### config.mk
export PLATFORM = sky130hd
export DESIGN_NAME = adc_serial_readout_interface
export DESIGN_NICKNAME = d
export VERILOG_FILES = /design/src/logic/adc_serial_pkg.sv /design/src/logic/adc_serial_readout_interface.sv /design/src/logic/adc_sclk_divider.sv
export SDC_FILE = /design/constraint.sdc
export NUM_CORES = 1
export LEC_CHECK = 0
export ABC_AREA = 1
export ABC_CLOCK_PERIOD_IN_PS = 2300
export BUFFER_PORTS_ARGS = -buffer_cell sky130_fd_sc_hd__buf_4
export CELL_PAD_IN_SITES_DETAIL_PLACEMENT = 0
export CELL_PAD_IN_SITES_GLOBAL_PLACEMENT = 1
export CORE_MARGIN = 2
export CORE_UTILIZATION = 40
export DETAILED_ROUTE_END_ITERATION = 16
export PLACE_DENSITY = 0.75
export SLEW_MARGIN = 25
export SYNTH_ARGS = -nofsm -noshare
export SYNTH_HDL_FRONTEND = slang
export SYNTH_SLANG_ARGS = --single-unit
### constraint.sdc
create_clock -name I_CLK_SYS -period 2.3 [get_ports I_CLK_SYS]
set_input_delay 0.46 -clock I_CLK_SYS [delete_from_list [all_inputs] [get_ports I_CLK_SYS]]
set_output_delay 0.46 -clock I_CLK_SYS [all_outputs]
set_load 0.01 [all_outputs]
### src/logic/adc_serial_pkg.sv
// Shared constants for the converter serial readout interface
package adc_serial_pkg;

    // ------------------------------------------------------------
    // Frame layout
    // ------------------------------------------------------------
    localparam int FRAME_BITS = 19;
    localparam int RESULT_BITS = 16;
    localparam int EOC_POS = 18;
    localparam int FILLER_POS = 17;
    localparam int POLARITY_POS = 16;
    localparam int ADDR_BITS = 8;

    // ------------------------------------------------------------
    // Timing
    // ------------------------------------------------------------
    localparam int SCLK_DIV = 8;
    localparam int SCLK_HALF = SCLK_DIV / 2;
    localparam int CONV_CYCLES = 20510;

    // ------------------------------------------------------------
    // Reset values
    // ------------------------------------------------------------
    localparam logic [7:0] ADDR_RESET = 8'h00;

    // ------------------------------------------------------------
    // States
    // ------------------------------------------------------------
    typedef enum logic [1:0] {
        ST_CONVERT,
        ST_SLEEP,
        ST_DATA
    } state_t;

endpackage : adc_serial_pkg

### src/logic/adc_serial_readout_interface.sv
// Four-wire serial readout interface of a multiplexed converter
// Notes on behaviour
// - Output changes on falling serial clock, input sampled on rising.
// - Internal mode drives clock as conversion clock divided by eight; external mode inputs it.
// - Clock mode picked at reset release and each chip-select fall from clock level.
// - Data input ignored while chip select high or converting.
// - Chip select low after conversion: output low, then capture input bits.
// - Received channel bits steer the next conversion, not the one read.
// - Data output released while chip select high.
// - Chip select low in convert or sleep: output shows end-of-conversion flag.
// - Data state shifts latest result out, most significant bit first.
// - Sleep lasts until first rising clock edge with chip select low.
// - Chip select rising during data state aborts and starts a conversion.
// - Abort before last address bit keeps the previous channel selection.
// - Chip select held low converts back to back at full rate.
// - Conversion ending with chip select high enters sleep alone.
// - Sleep holds the result in the static shift register.
// - Nineteenth falling edge starts a conversion and drives output high.
// - Result copied to shift register when the flag falls.
// - Frame: flag bit 18, filler bit 17, polarity bit 16, result 15..0.
module adc_serial_readout_interface #(
    parameter int CONV_CYCLES = adc_serial_pkg::CONV_CYCLES,
    parameter int ADDR_BITS = adc_serial_pkg::ADDR_BITS
) (
    // Clock, reset, enable
    input wire logic I_CLK_SYS,
    input wire logic I_RESET_N,
    input wire logic I_CE,
    // Conversion clock tick and converter core
    input wire logic I_CONV_TICK,
    input wire logic I_POLARITY_BIT,
    input wire logic [15:0] I_RESULT,
    output logic O_CONV_START,
    output logic O_CONV_BUSY,
    output logic [ADDR_BITS-1:0] O_CHANNEL_ADDR,
    // Serial pins
    input wire logic I_CS_N,
    input wire logic I_SCK,
    output logic O_SCK,
    output logic O_SCK_OE,
    input wire logic I_SDI,
    output logic O_SDO,
    output logic O_SDO_OE,
    // Status
    output logic O_SCK_INTERNAL,
    output logic O_SLEEP
);
    localparam int FB = adc_serial_pkg::FRAME_BITS;
    localparam int CNTW = $clog2(CONV_CYCLES + 1);
    localparam int BW = $clog2(FB + 1);

    adc_serial_pkg::state_t state_r;
    adc_serial_pkg::state_t state_nxt;

    logic [CNTW-1:0] conv_cnt_r;
    logic [FB-1:0] shift_r;
    logic [ADDR_BITS-1:0] addr_shift_r;
    logic [ADDR_BITS-1:0] addr_r;
    logic [BW-1:0] rise_cnt_r;
    logic [BW-1:0] fall_cnt_r;
    logic sck_int_r;
    logic cs_n_q_r;
    logic sck_q_r;
    logic sdo_r;
    logic init_r;
    logic started_r;

    logic cs_fall;
    logic cs_rise;
    logic ext_rise;
    logic ext_fall;
    logic int_rise;
    logic int_fall;
    logic int_level;
    logic sck_rise;
    logic sck_fall;
    logic conv_done;
    logic div_run;
    logic frame_end;
    logic abort;

    // ------------------------------------------------------------
    // Pin edge detection
    // ------------------------------------------------------------
    // Select and clock levels one cycle back
    always_ff @(posedge I_CLK_SYS or negedge I_RESET_N) begin
        if (!I_RESET_N) begin
            cs_n_q_r <= 1'b1;
        end else if (I_CE) begin
            cs_n_q_r <= I_CS_N;
        end
    end

    always_ff @(posedge I_CLK_SYS or negedge I_RESET_N) begin
        if (!I_RESET_N) begin
            sck_q_r <= 1'b0;
        end else if (I_CE) begin
            sck_q_r <= I_SCK;
        end
    end

    assign cs_fall = cs_n_q_r && !I_CS_N;
    assign cs_rise = !cs_n_q_r && I_CS_N;
    assign ext_rise = !sck_q_r && I_SCK;
    assign ext_fall = sck_q_r && !I_SCK;

    // ------------------------------------------------------------
    // Clock mode selection
    // ------------------------------------------------------------
    // Caught on the first enabled cycle after reset release
    always_ff @(posedge I_CLK_SYS or negedge I_RESET_N) begin
        if (!I_RESET_N) begin
            init_r <= 1'b1;
        end else if (I_CE) begin
            init_r <= 1'b0;
        end
    end

    // Mode taken from the pin level at those moments
    always_ff @(posedge I_CLK_SYS or negedge I_RESET_N) begin
        if (!I_RESET_N) begin
            sck_int_r <= 1'b1;
        end else if (I_CE) begin
            if (init_r || cs_fall) begin
                sck_int_r <= I_SCK;
            end
        end
    end

    // ------------------------------------------------------------
    // Internal serial clock
    // ------------------------------------------------------------
    assign div_run = sck_int_r && !I_CS_N && (state_r == adc_serial_pkg::ST_DATA);

    adc_sclk_divider #(
        .DIV(adc_serial_pkg::SCLK_DIV)
    ) u_div (
        .i_clk(I_CLK_SYS),
        .i_reset_n(I_RESET_N),
        .i_ce(I_CE),
        .i_run(div_run),
        .i_conv_tick(I_CONV_TICK),
        .o_rise(int_rise),
        .o_fall(int_fall),
        .o_level(int_level)
    );

    // Internal mode: leaving sleep after one low cycle is the first rise, later edges come from the divider
    // The pin is the inverse of the divider level, so a level fall is a pin rise
    assign sck_rise = sck_int_r ? (int_fall || (state_r == adc_serial_pkg::ST_SLEEP && !I_CS_N && !cs_n_q_r))
                                : ext_rise;
    assign sck_fall = sck_int_r ? int_rise : ext_fall;

    // Clock pin: high during conversion, low while sleeping with select low, divided clock in data state
    // Released until the first mode sample after reset, so that sample sees the bus level
    assign O_SCK_OE = sck_int_r && !init_r;
    always_comb begin
        case (state_r)
            adc_serial_pkg::ST_CONVERT: O_SCK = 1'b1;
            // Stays high until select is seen low, so a select fall still samples high
            adc_serial_pkg::ST_SLEEP: O_SCK = cs_n_q_r;
            adc_serial_pkg::ST_DATA: O_SCK = !int_level;
            default: O_SCK = 1'b1;
        endcase
    end

    // ------------------------------------------------------------
    // Conversion timer
    // ------------------------------------------------------------
    assign conv_done = (state_r == adc_serial_pkg::ST_CONVERT) && I_CONV_TICK &&
                       (conv_cnt_r == CNTW'(CONV_CYCLES - 1));

    always_ff @(posedge I_CLK_SYS or negedge I_RESET_N) begin
        if (!I_RESET_N) begin
            conv_cnt_r <= '0;
        end else if (I_CE) begin
            if (state_r != adc_serial_pkg::ST_CONVERT) begin
                conv_cnt_r <= '0;
            end else if (I_CONV_TICK) begin
                conv_cnt_r <= conv_done ? '0 : conv_cnt_r + CNTW'(1);
            end
        end
    end

    // ------------------------------------------------------------
    // State machine
    // ------------------------------------------------------------
    // A frame ends on its nineteenth falling edge
    assign frame_end = (fall_cnt_r == BW'(FB - 1)) && sck_fall;
    assign abort = (state_r == adc_serial_pkg::ST_DATA) && cs_rise;

    always_comb begin
        state_nxt = state_r;
        case (state_r)
            adc_serial_pkg::ST_CONVERT: begin
                if (conv_done) begin
                    state_nxt = adc_serial_pkg::ST_SLEEP;
                end
            end
            adc_serial_pkg::ST_SLEEP: begin
                if (!I_CS_N && sck_rise) begin
                    state_nxt = adc_serial_pkg::ST_DATA;
                end
            end
            adc_serial_pkg::ST_DATA: begin
                if (abort || frame_end) begin
                    state_nxt = adc_serial_pkg::ST_CONVERT;
                end
            end
            default: state_nxt = adc_serial_pkg::ST_CONVERT;
        endcase
    end

    always_ff @(posedge I_CLK_SYS or negedge I_RESET_N) begin
        if (!I_RESET_N) begin
            state_r <= adc_serial_pkg::ST_CONVERT;
        end else if (I_CE) begin
            state_r <= state_nxt;
        end
    end

    assign O_CONV_START = I_CE && (state_r == adc_serial_pkg::ST_DATA) &&
                          (state_nxt == adc_serial_pkg::ST_CONVERT);
    assign O_CONV_BUSY = (state_r == adc_serial_pkg::ST_CONVERT);
    assign O_SLEEP = (state_r == adc_serial_pkg::ST_SLEEP);

    // ------------------------------------------------------------
    // Edge counters within a frame
    // ------------------------------------------------------------
    // Rising edges saturate at the frame length
    always_ff @(posedge I_CLK_SYS or negedge I_RESET_N) begin
        if (!I_RESET_N) begin
            rise_cnt_r <= '0;
        end else if (I_CE) begin
            if (state_r != adc_serial_pkg::ST_DATA && state_nxt != adc_serial_pkg::ST_DATA) begin
                rise_cnt_r <= '0;
            end else if (sck_rise && rise_cnt_r != BW'(FB)) begin
                rise_cnt_r <= rise_cnt_r + BW'(1);
            end
        end
    end

    // Falling edges count only inside the data state
    always_ff @(posedge I_CLK_SYS or negedge I_RESET_N) begin
        if (!I_RESET_N) begin
            fall_cnt_r <= '0;
        end else if (I_CE) begin
            if (state_r != adc_serial_pkg::ST_DATA) begin
                fall_cnt_r <= '0;
            end else if (sck_fall) begin
                fall_cnt_r <= fall_cnt_r + BW'(1);
            end
        end
    end

    // ------------------------------------------------------------
    // Output shift register
    // ------------------------------------------------------------
    always_ff @(posedge I_CLK_SYS or negedge I_RESET_N) begin
        if (!I_RESET_N) begin
            shift_r <= '0;
        end else if (I_CE) begin
            if (conv_done) begin
                shift_r[adc_serial_pkg::EOC_POS] <= 1'b0;
                shift_r[adc_serial_pkg::FILLER_POS] <= 1'b0;
                shift_r[adc_serial_pkg::POLARITY_POS] <= I_POLARITY_BIT;
                shift_r[adc_serial_pkg::RESULT_BITS-1:0] <= I_RESULT;
            end else if (state_r == adc_serial_pkg::ST_DATA && sck_fall) begin
                shift_r <= {shift_r[FB-2:0], 1'b0};
            end
        end
    end

    // ------------------------------------------------------------
    // Serial data output
    // ------------------------------------------------------------
    always_ff @(posedge I_CLK_SYS or negedge I_RESET_N) begin
        if (!I_RESET_N) begin
            sdo_r <= 1'b1;
        end else if (I_CE) begin
            case (state_nxt)
                adc_serial_pkg::ST_CONVERT: sdo_r <= 1'b1;
                adc_serial_pkg::ST_SLEEP: sdo_r <= 1'b0;
                adc_serial_pkg::ST_DATA: begin
                    if (state_r == adc_serial_pkg::ST_DATA && sck_fall) begin
                        sdo_r <= shift_r[FB-2];
                    end else if (state_r != adc_serial_pkg::ST_DATA) begin
                        sdo_r <= shift_r[FB-1];
                    end
                end
                default: sdo_r <= 1'b1;
            endcase
        end
    end

    assign O_SDO = sdo_r;
    assign O_SDO_OE = !I_CS_N;

    // ------------------------------------------------------------
    // Channel address capture
    // ------------------------------------------------------------
    // First address bits shift in on rising edges while selected
    always_ff @(posedge I_CLK_SYS or negedge I_RESET_N) begin
        if (!I_RESET_N) begin
            addr_shift_r <= adc_serial_pkg::ADDR_RESET;
        end else if (I_CE) begin
            if (state_r != adc_serial_pkg::ST_CONVERT && !I_CS_N
                && sck_rise && rise_cnt_r < BW'(ADDR_BITS)) begin
                addr_shift_r <= {addr_shift_r[ADDR_BITS-2:0], I_SDI};
            end
        end
    end

    // Marks a frame that has begun taking address bits
    always_ff @(posedge I_CLK_SYS or negedge I_RESET_N) begin
        if (!I_RESET_N) begin
            started_r <= 1'b0;
        end else if (I_CE) begin
            if (state_r == adc_serial_pkg::ST_CONVERT || I_CS_N) begin
                started_r <= 1'b0;
            end else if (sck_rise && rise_cnt_r < BW'(ADDR_BITS)) begin
                started_r <= 1'b1;
            end
        end
    end

    // Commit only once the last address bit is in; an earlier abort leaves addr_r alone
    always_ff @(posedge I_CLK_SYS or negedge I_RESET_N) begin
        if (!I_RESET_N) begin
            addr_r <= adc_serial_pkg::ADDR_RESET;
        end else if (I_CE) begin
            if (started_r && rise_cnt_r == BW'(ADDR_BITS) && !I_CS_N
                && state_r == adc_serial_pkg::ST_DATA && sck_fall && fall_cnt_r == BW'(ADDR_BITS - 1)) begin
                addr_r <= addr_shift_r;
            end
        end
    end

    assign O_CHANNEL_ADDR = addr_r;
    assign O_SCK_INTERNAL = sck_int_r;

endmodule : adc_serial_readout_interface

### src/logic/adc_sclk_divider.sv
// Internal serial clock generator: divides the conversion clock tick
module adc_sclk_divider #(
    parameter int DIV = adc_serial_pkg::SCLK_DIV
) (
    // Clock and reset
    input wire logic i_clk,
    input wire logic i_reset_n,
    input wire logic i_ce,
    // Control
    input wire logic i_run,
    input wire logic i_conv_tick,
    // Edges
    output logic o_rise,
    output logic o_fall,
    output logic o_level
);
    localparam int HALF = DIV / 2;
    localparam int CW = $clog2(HALF) + 1;

    logic [CW-1:0] cnt_r;
    logic level_r;
    logic hit;

    assign hit = i_run && i_conv_tick && (cnt_r == CW'(HALF - 1));
    assign o_rise = hit && !level_r;
    assign o_fall = hit && level_r;
    assign o_level = level_r;

    // Half-period counter in conversion clock ticks
    always_ff @(posedge i_clk or negedge i_reset_n) begin
        if (!i_reset_n) begin
            cnt_r <= '0;
        end else if (i_ce) begin
            if (!i_run) begin
                cnt_r <= '0;
            end else if (i_conv_tick) begin
                cnt_r <= hit ? '0 : cnt_r + CW'(1);
            end
        end
    end

    // Clock level, starts low each frame
    always_ff @(posedge i_clk or negedge i_reset_n) begin
        if (!i_reset_n) begin
            level_r <= 1'b0;
        end else if (i_ce) begin
            if (!i_run) begin
                level_r <= 1'b0;
            end else if (hit) begin
                level_r <= !level_r;
            end
        end
    end

endmodule : adc_sclk_divider

==> results.yml, run 1 <==
routing:
  met3_length_um: 367
  wl_mm: 7.99
  met2_wirelength_mm: 3.56
  num_vias: 3119
  highest_layer: "met4"
  drt_first_iter_violations: 124
  dr.pass1.iters: 5
  drc: 0
  ant_nets: 0
  wl_per_cell_um: 12.8
  viasPerCell: 4.98
  m1WireLength_mm: 3.94
worst_hold_path:
  min_path_type: "in2async"
clock_tree:
  cts_max_level: 3
  clock_latency_ps: 350
  clkSinkCount: 72
  path_clk_slew_ps: 90
  cts_buffers: 9
  cts_tree: "built"
  max-clock-path-buffers: 2
  root_buffer: "clkbuf_8"
worst_setup_path:
  crit_path_end: "O_CONV_START"
  crit_buf_inv: 2
  cp-startpoint: "state_r[0]"
  cp_cell_sequence: "inv_2, ha_4, nand2_4, nor2_4, nand3_2, nand2_2, nand2_2, nand2_2, nand2_2, nand2_2, o21ai_2, nor2_2, buf_6"
  critical_path_depth: 13
  timing.rr.start: "state_r[0]"
  r2r_cells: 18
  path_class: "reg2out"
  max_stage_delay_ps: 400
  crit_top_cell: "nand2_2"
  cp_data_arrival_time_ps: 2010
  cpLargestDelayFamily: "simple AND/OR/NAND/NOR gates"
  setup.worst_path.end_class: "output pin"
  rr_endpoint: "rise_cnt_r[1]"
  rrSetupSlack_ps: -90
  critical_path_required_ps: 1840
  crit_slowest_cell: "dfrtp_1"
  critPathMaxFanout: 3
  worst_setup_path_start_kind: "register"
sta:
  fin_crit_sh_pct: 108
  tightest_slew_ps: 513
  final.setup.worst_slack_ps: -173
  hold_viol_final: 0
  final.setup_skew_ps: 16.7
  finalSetupViolCount: 6
  drv_slew: 0
  fmax_mhz: 404
  worst_slew_margin_rel_pct: 65.8
  min_period_ps: 2470
  rsz0062_at_grt: "yes"
grt:
  grt_usage_pct: 17.7
  antenna_found_initial: 0
  gr-total-overflow: 0
  grt_max_degree: 39
  grt_pass1_vias: 3084
  grt_first_pass_wirelength_mm: 14.2
logic_synthesis:
  syn_area_um2: 3680
  synthTopCellsByArea: "dfrtp_1 46%, nand2_1 9.3%, inv_1 6.5%"
  synth_edf_count: 0
  yosys_warnings: 0
  synth_commonest_cells: "91 x nand2_1, 68 x dfrtp_1, 64 x inv_1"
  synth_top_cell_area_share_pct: 46.3
  synth_cells: 445
  async_reset_ff_share_pct: 100
  yosysTopAreaCell: "dfrtp_1"
  synth.avg_cell_area_um2: 8.27
  ys_seq_area_share_pct: 49.1
  yosys_most_used_dff: "dfrtp_1"
  syn-num-nets: 480
  synth.distinct_cells: 38
  post-synth-top-count-cell: "nand2_1"
  ys_ff_latch: 72
placement:
  place_hpwl_mm: 5.40
  routabilityCongestion: 0.806
  io_buffers: 39
  place_inst: 595
floorplan:
  coreArea_um2: 8810
  ios: 40
  die_area_um2: 9980
  initial_utilization_pct: 41.8
  rows: 34
  die_h_um: 99.9
  chipWidth_um: 99.9
run_status:
  violations: "setup timing"
  status: "finished with violations"
final_layout:
  syn2layout_area_growth_pct: 25.5
  drive_gt1_share_pct: 24.9
  final_util_pct: 52.4
  n_antenna_cell: 0
  fin_nets: 548
  final_cells: 626
run:
  maxCapViolCount: 0
power:
  vdd_drop_max_mv: 0.401
  leakage_uw: 0.00223
  power_density_nw_per_um2: 852
power breakdown:
part	internal, uW	switching (uW)	total, uW
Clock	624	531	1150
Sequential	1570	149	1720
Combinational	460	603	1060
what timing repair did:
| action | CTS | global route |
|---|---|---|
| endpoints found under the setup margin | 1 | 10 |
| hold buffers | 0 | 0 |
| cloned | 0 | 0 |
| buffers inserted | 12 | 3 |
| resized for setup | 13 | 18 |
| pin swaps | 6 | 11 |
per-layer routing:
metal	track usage, %	up-vias
met1	24.5	1445
met5	0	-
li1	-	1599
met4	6.32	0
met2	27.4	65
met3	3.83	10
worst min-delay path by stage:
stage	start	endpoint	depth (start not counted)
finish	I_RESET_N	u_div.cnt_r[1]	1
global route	I_RESET_N	u_div.cnt_r[2]	1
CTS	I_RESET_N	u_div.cnt_r[1]	1
detailed placement	init_r	init_r	2
global placement	init_r	init_r	2
floorplan	I_RESET_N	O_CHANNEL_ADDR[0]	0
stage by stage:
step	area (um^2)	total power (uW)	worst slack, ps	hold WS, ps	TNS, ps
3_5_place_dp	4170	2690	97.9	463	0
2_1_floorplan	3680	2350	111	164	0
4_1_cts	4530	3920	-119	86.3	-366
5_1_grt	4620	4250	-301	102	-1460
6_report	4620	3930	-173	69.4	-573
3_3_place_gp	4170	2670	109	464	0
flip-flops by register name, indices dropped and copies added, names as in the netlist:
name            cells
O_SDO               1
started_r           1
u_div.cnt_r         3
state_r             2
conv_cnt_r         15
init_r              1
rise_cnt_r          5
sck_q_r             1
u_div.o_level       1
O_SCK_INTERNAL      1
addr_shift_r        8
shift_r            19
cs_n_q_r            1
fall_cnt_r          5
O_CHANNEL_ADDR      8
area by class of cell:
cell class	instances	area, um^2
inverter	67	251
tap	108	135
fill	845	4190
sequential	72	1810
clock inverter	7	103
multi-input combinational	295	1660
clock buffer	9	124
timing repair buffer	68	539
logic make-up after synthesis:
group           count (synthesis)  synth area share, %
simple gates                  179                 21.4
compound gates                 98                 15.5
buf+inv                        78                 8.57
flops                          72                 49.1
fa+ha+maj                      11                 3.74
xor+xnor                        6                 1.43
mux                             1                0.306
cell usage in the layout, fill, tap and decap left out, drive strengths merged, types with 2 or more instances in the layout:
cell / instances
nand3: 18
clkbuf: 9
o211ai: 16
xor2: 3
ha: 11
nand4: 9
nor3: 9
o21a: 2
nand2: 96
a21oi: 19
dfrtp: 68
bufinv: 2
buf: 68
o21ai: 51
dfstp: 4
nor2: 41
a311oi: 2
nor3b: 2
a31oi: 5
xnor2: 3
inv: 69
clkinv: 3
worst reg2reg max path, delay by kind of cell (launching register included):
kind | cells | cell delay, ps
and+or+nand+nor | 11 | 840
buffers and inverters | 5 | 660
DFF | 1 | 400
adders and majority gates | 1 | 240
AOI/OAI and AO/OA | 1 | 170
Power figures use the tool's default switching activity.
==> run 2, diff against run 1 <==
--- a/config.mk
+++ b/config.mk
@@ -14,6 +14,7 @@
 export CORE_UTILIZATION = 40
 export DETAILED_ROUTE_END_ITERATION = 16
 export PLACE_DENSITY = 0.75
+export SETUP_SLACK_MARGIN = 0.15
 export SLEW_MARGIN = 25
 export SYNTH_ARGS = -nofsm -noshare
 export SYNTH_HDL_FRONTEND = slang
==> run 2 against run 1 <==
  * The flow still finishes with violations (setup timing)
  * Fmax is 0.55% higher
  * First-iteration DRC count is 4.8% higher
  * Clock power hardly changed
  * Global-route usage shrank 0.26 points
  * Critical path depth unchanged
  * Setup slack better by 13 ps
  * Wire length is 2.1% higher
  * Non-clock buffer count increased by 8
  * Sequential power about the same
  * Flip-flop and latch count did not move
  * Combinational power rose by 5%
  * Cell area grew 1.6%
  * Largest cell class unchanged
==> results.yml, run 2 (synthesis results as in run 1) <==
routing:
  dr.pass1.iters: 4
  drc: 0
  drt_first_iter_violations: 130
  wl_per_cell_um: 12.9
  ant_nets: 0
  wl_mm: 8.15
  viasPerCell: 4.91
  num_vias: 3111
sta:
  rsz0062_at_grt: "yes"
  drv_slew: 0
  final.setup_skew_ps: 8.47
  setup_tns_ps: -292
  finalSetupViolCount: 9
  worst_slew_margin_rel_pct: 64.6
  fmax_mhz: 407
  fin_crit_sh_pct: 107
  whs_ps: 61.3
  tightest_slew_ps: 528
  min_period_ps: 2460
  hold_viol_final: 0
  final.setup.worst_slack_ps: -160
worst_setup_path:
  worst_setup_path_start_kind: "register"
  timing.rr.start: "state_r[1]"
  cp_data_arrival_time_ps: 2000
  path_class: "reg2out"
  r2r_cells: 16
  critPathMaxFanout: 3
  critical_path_required_ps: 1840
  rr_endpoint: "addr_shift_r[0]"
  cp-startpoint: "state_r[1]"
  rrSetupSlack_ps: -30
  setup.worst_path.end_class: "output pin"
  crit_path_end: "O_CONV_START"
final_layout:
  regMostFlops: "shift_r"
  stdcell_area_um2: 4690
  syn2layout_area_growth_pct: 27.5
  largest_reg_flops: 19
  reg_top3: "shift_r (19), conv_cnt_r (15)"
  drive_gt1_share_pct: 26.6
  final_cell_mix: "81 x nand2_1, 73 x buf_4, 68 x dfrtp_1, 59 x inv_1, 43 x o21ai_0"
  layout_commonest_cell: "nand2_1"
  final_util_pct: 53.3
  fill_cells: 818
  fin_nets: 556
  n_antenna_cell: 0
grt:
  grt_first_pass_wirelength_mm: 14.1
  antenna_found_initial: 0
  grt_usage_pct: 17.4
  grt_max_degree: 41
  gr-total-overflow: 0
  grt_pass1_vias: 3037
clock_tree:
  cts_hold_buf: 0
  max-clock-path-buffers: 2
  clkSinkCount: 72
  cts_max_level: 3
  path_clk_slew_ps: 80
  cts_tree: "built"
  cts_buffers: 9
  clock_latency_ps: 340
  root_buffer: "clkbuf_8"
power:
  power_density_nw_per_um2: 848
  leakage_uw: 0.00225
  p_comb_share_pct: 28.0
  power.share.clock_pct: 28.9
  internal_power_uw: 2700
  seq_power_share_pct: 43.2
  vdd_drop_max_mv: 0.432
  netSwitchingPower_uw: 1280
  switching_share_pct: 32.1
worst_hold_path:
  min_path_type: "in2async"
run_status:
  violations: "setup timing"
  status: "finished with violations"
run:
  maxCapViolCount: 0
floorplan:
  initial_utilization_pct: 41.8
  die_area_um2: 9980
  rows: 34
  ios: 40
  die_h_um: 99.9
  coreArea_um2: 8810
  chipWidth_um: 99.9
placement:
  place_hpwl_mm: 5.45
  place_ws_ps: 75.7
  routabilityCongestion: 0.804
  io_buffers: 39
  postPlaceCellArea_um2: 4180
[run 2: power by group through the flow]
stage	Combinational (uW)	Clock, uW	Sequential (uW)
6_report	1110	1150	1720
5_1_grt	1290	1250	1750
4_1_cts	1030	1180	1720
3_5_place_dp	955	0	1740
3_3_place_gp	935	0	1730
2_1_floorplan	647	0	1710
[run 2: how the worst min path moves through the flow]
stage | startpoint | end
3_3_place_gp | I_RESET_N | u_div.cnt_r[2]
2_1_floorplan | I_RESET_N | O_CHANNEL_ADDR[0]
3_5_place_dp | I_RESET_N | u_div.cnt_r[2]
5_1_grt | I_RESET_N | u_div.cnt_r[2]
6_report | I_RESET_N | u_div.cnt_r[2]
4_1_cts | I_RESET_N | u_div.cnt_r[2]
[run 2: area by class of cell]
cell class / count / area (um^2) / share of cell area (%)
Clock inverter: 6 / 91.3 / 1.95
Clock buffer: 10 / 138 / 2.93
Multi-Input combinational cell: 295 / 1680 / 35.8
Inverter: 67 / 251 / 5.36
Timing Repair Buffer: 76 / 591 / 12.6
Tap cell: 108 / 135 / 2.88
Sequential cell: 72 / 1810 / 38.5
[run 2: metrics by stage]
stage,total power [uW],cells
final,3980,634
after global routing,4290,634
after CTS,3930,626
after detailed placement,2690,597
after global placement,2670,597
after floorplan,2350,445
[run 2: layer usage]
metal	wire length, um	GRT usage (%)
met2	3630	26.1
met5	0	0
met4	93	5.27
met1	4070	24.7
met3	353	4.81
[run 2: critical path: stages, from the launching register on]
cell and delay, ps:
dfrtp_1 400, buf_4 140, ha_4 140, nand2_4 50, nor2_4 120, nand3_2 90
nand2_2 90, nand2_1 60, nand2_2 70, nand2_1 80, nand2_2 90, o21ai_2 70
nor2_1 120, buf_4 140
[run 2: timing repair]
| item | 4_1_cts | 5_1_grt |
|---|---|---|
| resized for setup | 20 | 17 |
| endpoints found under the setup margin | 1 | 29 |
| setup buffers | 13 | 8 |
| pin swaps | 9 | 11 |
==> run 3, diff against run 2 <==
--- a/config.mk
+++ b/config.mk
@@ -13,7 +13,7 @@
 export CORE_MARGIN = 2
 export CORE_UTILIZATION = 40
 export DETAILED_ROUTE_END_ITERATION = 16
-export PLACE_DENSITY = 0.75
+export PLACE_DENSITY = 0.76
 export SETUP_SLACK_MARGIN = 0.15
 export SLEW_MARGIN = 25
 export SYNTH_ARGS = -nofsm -noshare
==> constraint.sdc (replaced) <==
create_clock -name I_CLK_SYS -period 2.3 [get_ports I_CLK_SYS]
set_input_delay 0.23 -clock I_CLK_SYS [delete_from_list [all_inputs] [get_ports I_CLK_SYS]]
set_output_delay 0.23 -clock I_CLK_SYS [all_outputs]
set_load 0.01 [all_outputs]
==> run 3 against run 2 <==
  * The flow now finishes without violations
  * Register-to-register slack better by 200 ps
  * Clock skew is 1.9 ps lower
  * First-iteration DRC count is 3.1% lower
  * Core utilization is 0.71 points higher
  * Critical path depth stayed put
  * Wire length is 2.9% higher
  * Count of clock-buffer cells in the layout is 1 lower
  * Largest power group unchanged
  * Fmax is 7.3% higher
  * Die area stayed put
  * Clock power is 10% higher
==> results.yml, run 3 (synthesis results as in run 1) <==
worst_setup_path:
  rrSetupSlack_ps: 170
  crit_top_cell: "nand2_2"
  critical_path_required_ps: 2070
  timing.rr.start: "state_r[1]"
  setup.worst_path.end_class: "output pin"
  critPathMaxFanout: 3
  worst_setup_path_start_kind: "register"
  crit_buf_inv: 3
  cp_data_arrival_time_ps: 2060
  cpLargestDelayFamily: "simple AND/OR/NAND/NOR gates"
  r2r_cells: 15
  rr_endpoint: "addr_shift_r[5]"
  crit_slowest_cell: "dfrtp_1"
  path_class: "reg2out"
  cp_cell_sequence: "inv_2, ha_4, nand2_2, inv_2, nand2_1, nor2_1, nand2_2, a21oi_2, nand2_1, nand2_2, o21ai_4, nor2_2, buf_6"
  max_stage_delay_ps: 400
sta:
  min_period_ps: 2290
  hold_viol_final: 0
  fin_crit_sh_pct: 99.7
  drv_slew: 0
  fmax_mhz: 436
  whs_ps: 105
  worst_slew_margin_rel_pct: 71.9
  final.setup_skew_ps: 6.58
  rsz0062_at_grt: "yes"
  finalSetupViolCount: 0
  tightest_slew_ps: 422
final_layout:
  fin_nets: 556
  largest_reg_flops: 19
  final_cell_mix: "83 x nand2_1, 70 x buf_4, 68 x dfrtp_1, 61 x inv_1, 43 x o21ai_0"
  regMostFlops: "shift_r"
  n_antenna_cell: 0
  drive_gt1_share_pct: 25.3
  stdcell_area_um2: 4750
  syn2layout_area_growth_pct: 29.2
  fill_cells: 818
  reg_top3: "shift_r (19), conv_cnt_r (15)"
  layout_commonest_cell: "nand2_1"
placement:
  io_buffers: 39
  routabilityCongestion: 0.854
  place_hpwl_mm: 5.54
  postPlaceCellArea_um2: 4150
routing:
  ant_nets: 0
  dr.pass1.iters: 7
  wl_per_cell_um: 13.2
  wl_mm: 8.39
  num_vias: 3173
  drt_first_iter_violations: 126
  drc: 0
  viasPerCell: 5.00
run_status:
  status: "finished clean"
power:
  power_density_nw_per_um2: 865
  leakage_uw: 0.00229
  vdd_drop_max_mv: 0.438
floorplan:
  rows: 34
  die_area_um2: 9980
  die_h_um: 99.9
  initial_utilization_pct: 41.8
  coreArea_um2: 8810
  chipWidth_um: 99.9
  ios: 40
clock_tree:
  path_clk_slew_ps: 80
  clock_latency_ps: 350
  cts_max_level: 3
  clkSinkCount: 72
  root_buffer: "clkbuf_8"
  max-clock-path-buffers: 2
  cts_tree: "built"
  cts_buffers: 9
grt:
  gr-total-overflow: 0
  grt_max_degree: 73
  grt_usage_pct: 17.2
  grt_pass1_vias: 2963
  grt_first_pass_wirelength_mm: 13.9
  antenna_found_initial: 0
worst_hold_path:
  min_from: "I_SCK"
  min_path_type: "in2reg"
  min_path_cells: 3
  hold_end: "O_SCK_INTERNAL"
run:
  maxCapViolCount: 0
-- run 3: worst reg2reg max path: cells and delay by family, from the launching register on --
kind,cells,cell delay (ps)
buffers and inverters,5,630
adder cells (fa/ha/maj),1,140
flip-flops,1,390
AND/OR/NAND/NOR,8,820
AO/OA/AOI/OAI,1,50
-- run 3: area by class of cell --
cell class / count / area, um^2 / share of cell area, %
sequential: 72 / 1810 / 38.0
timing repair buffer: 76 / 639 / 13.5
tap: 108 / 135 / 2.84
inverter: 67 / 251 / 5.29
clock inverter: 7 / 125 / 2.63
multi-input combinational: 295 / 1670 / 35.2
clock buffer: 9 / 124 / 2.61
-- run 3: repair_timing --
action                                  4_1_cts  5_1_grt
pin swaps                                     7       14
setup buffers                                13        9
gates resized for setup                      17       15
endpoints found under the setup margin        2       34
gates cloned                                  0        1
hold buffers                                  0        1
hold endpoints to repair                      0       20
-- run 3: where the power goes --
part	switching [uW]	internal (uW)	total [uW]
Clock	532	734	1270
Sequential	148	1570	1710
Combinational	641	490	1130
-- run 3: through the flow --
| step | cells | util, % | power [uW] | TNS, ps | worst slack [ps] |
|---|---|---|---|---|---|
| 3_3_place_gp | 593 | 47.1 | 2660 | 0 | 180 |
| 6_report | 634 | 54.0 | 4110 | 0 | 7.66 |
| 5_1_grt | 634 | 54.0 | 4400 | -99.7 | -99.7 |
| 3_5_place_dp | 593 | 47.1 | 2690 | 0 | 149 |
| 4_1_cts | 622 | 51.6 | 4040 | 0 | 94.5 |
| 2_1_floorplan | 445 | - | 2350 | 0 | 304 |
-- run 3: worst max path at each step --
stage | start | endpoint | slack, ps | depth (start not counted)
finish | state_r[0] | O_CONV_START | 8 | 13
CTS | state_r[1] | O_CONV_START | 90 | 13
global placement | state_r[0] | O_CONV_START | 180 | 12
detailed placement | state_r[0] | rise_cnt_r[0] | 150 | 16
floorplan | state_r[0] | rise_cnt_r[3] | 300 | 17
global route | state_r[0] | O_CONV_START | -100 | 13
-- run 3: layer usage --
layer	global-route usage (%)	wire length (um)	vias up
met5	0	0	-
met1	24.0	4210	1488
met3	4.46	365	14
met2	26.5	3660	62
li1	-	-	1609
met4	5.27	159	0
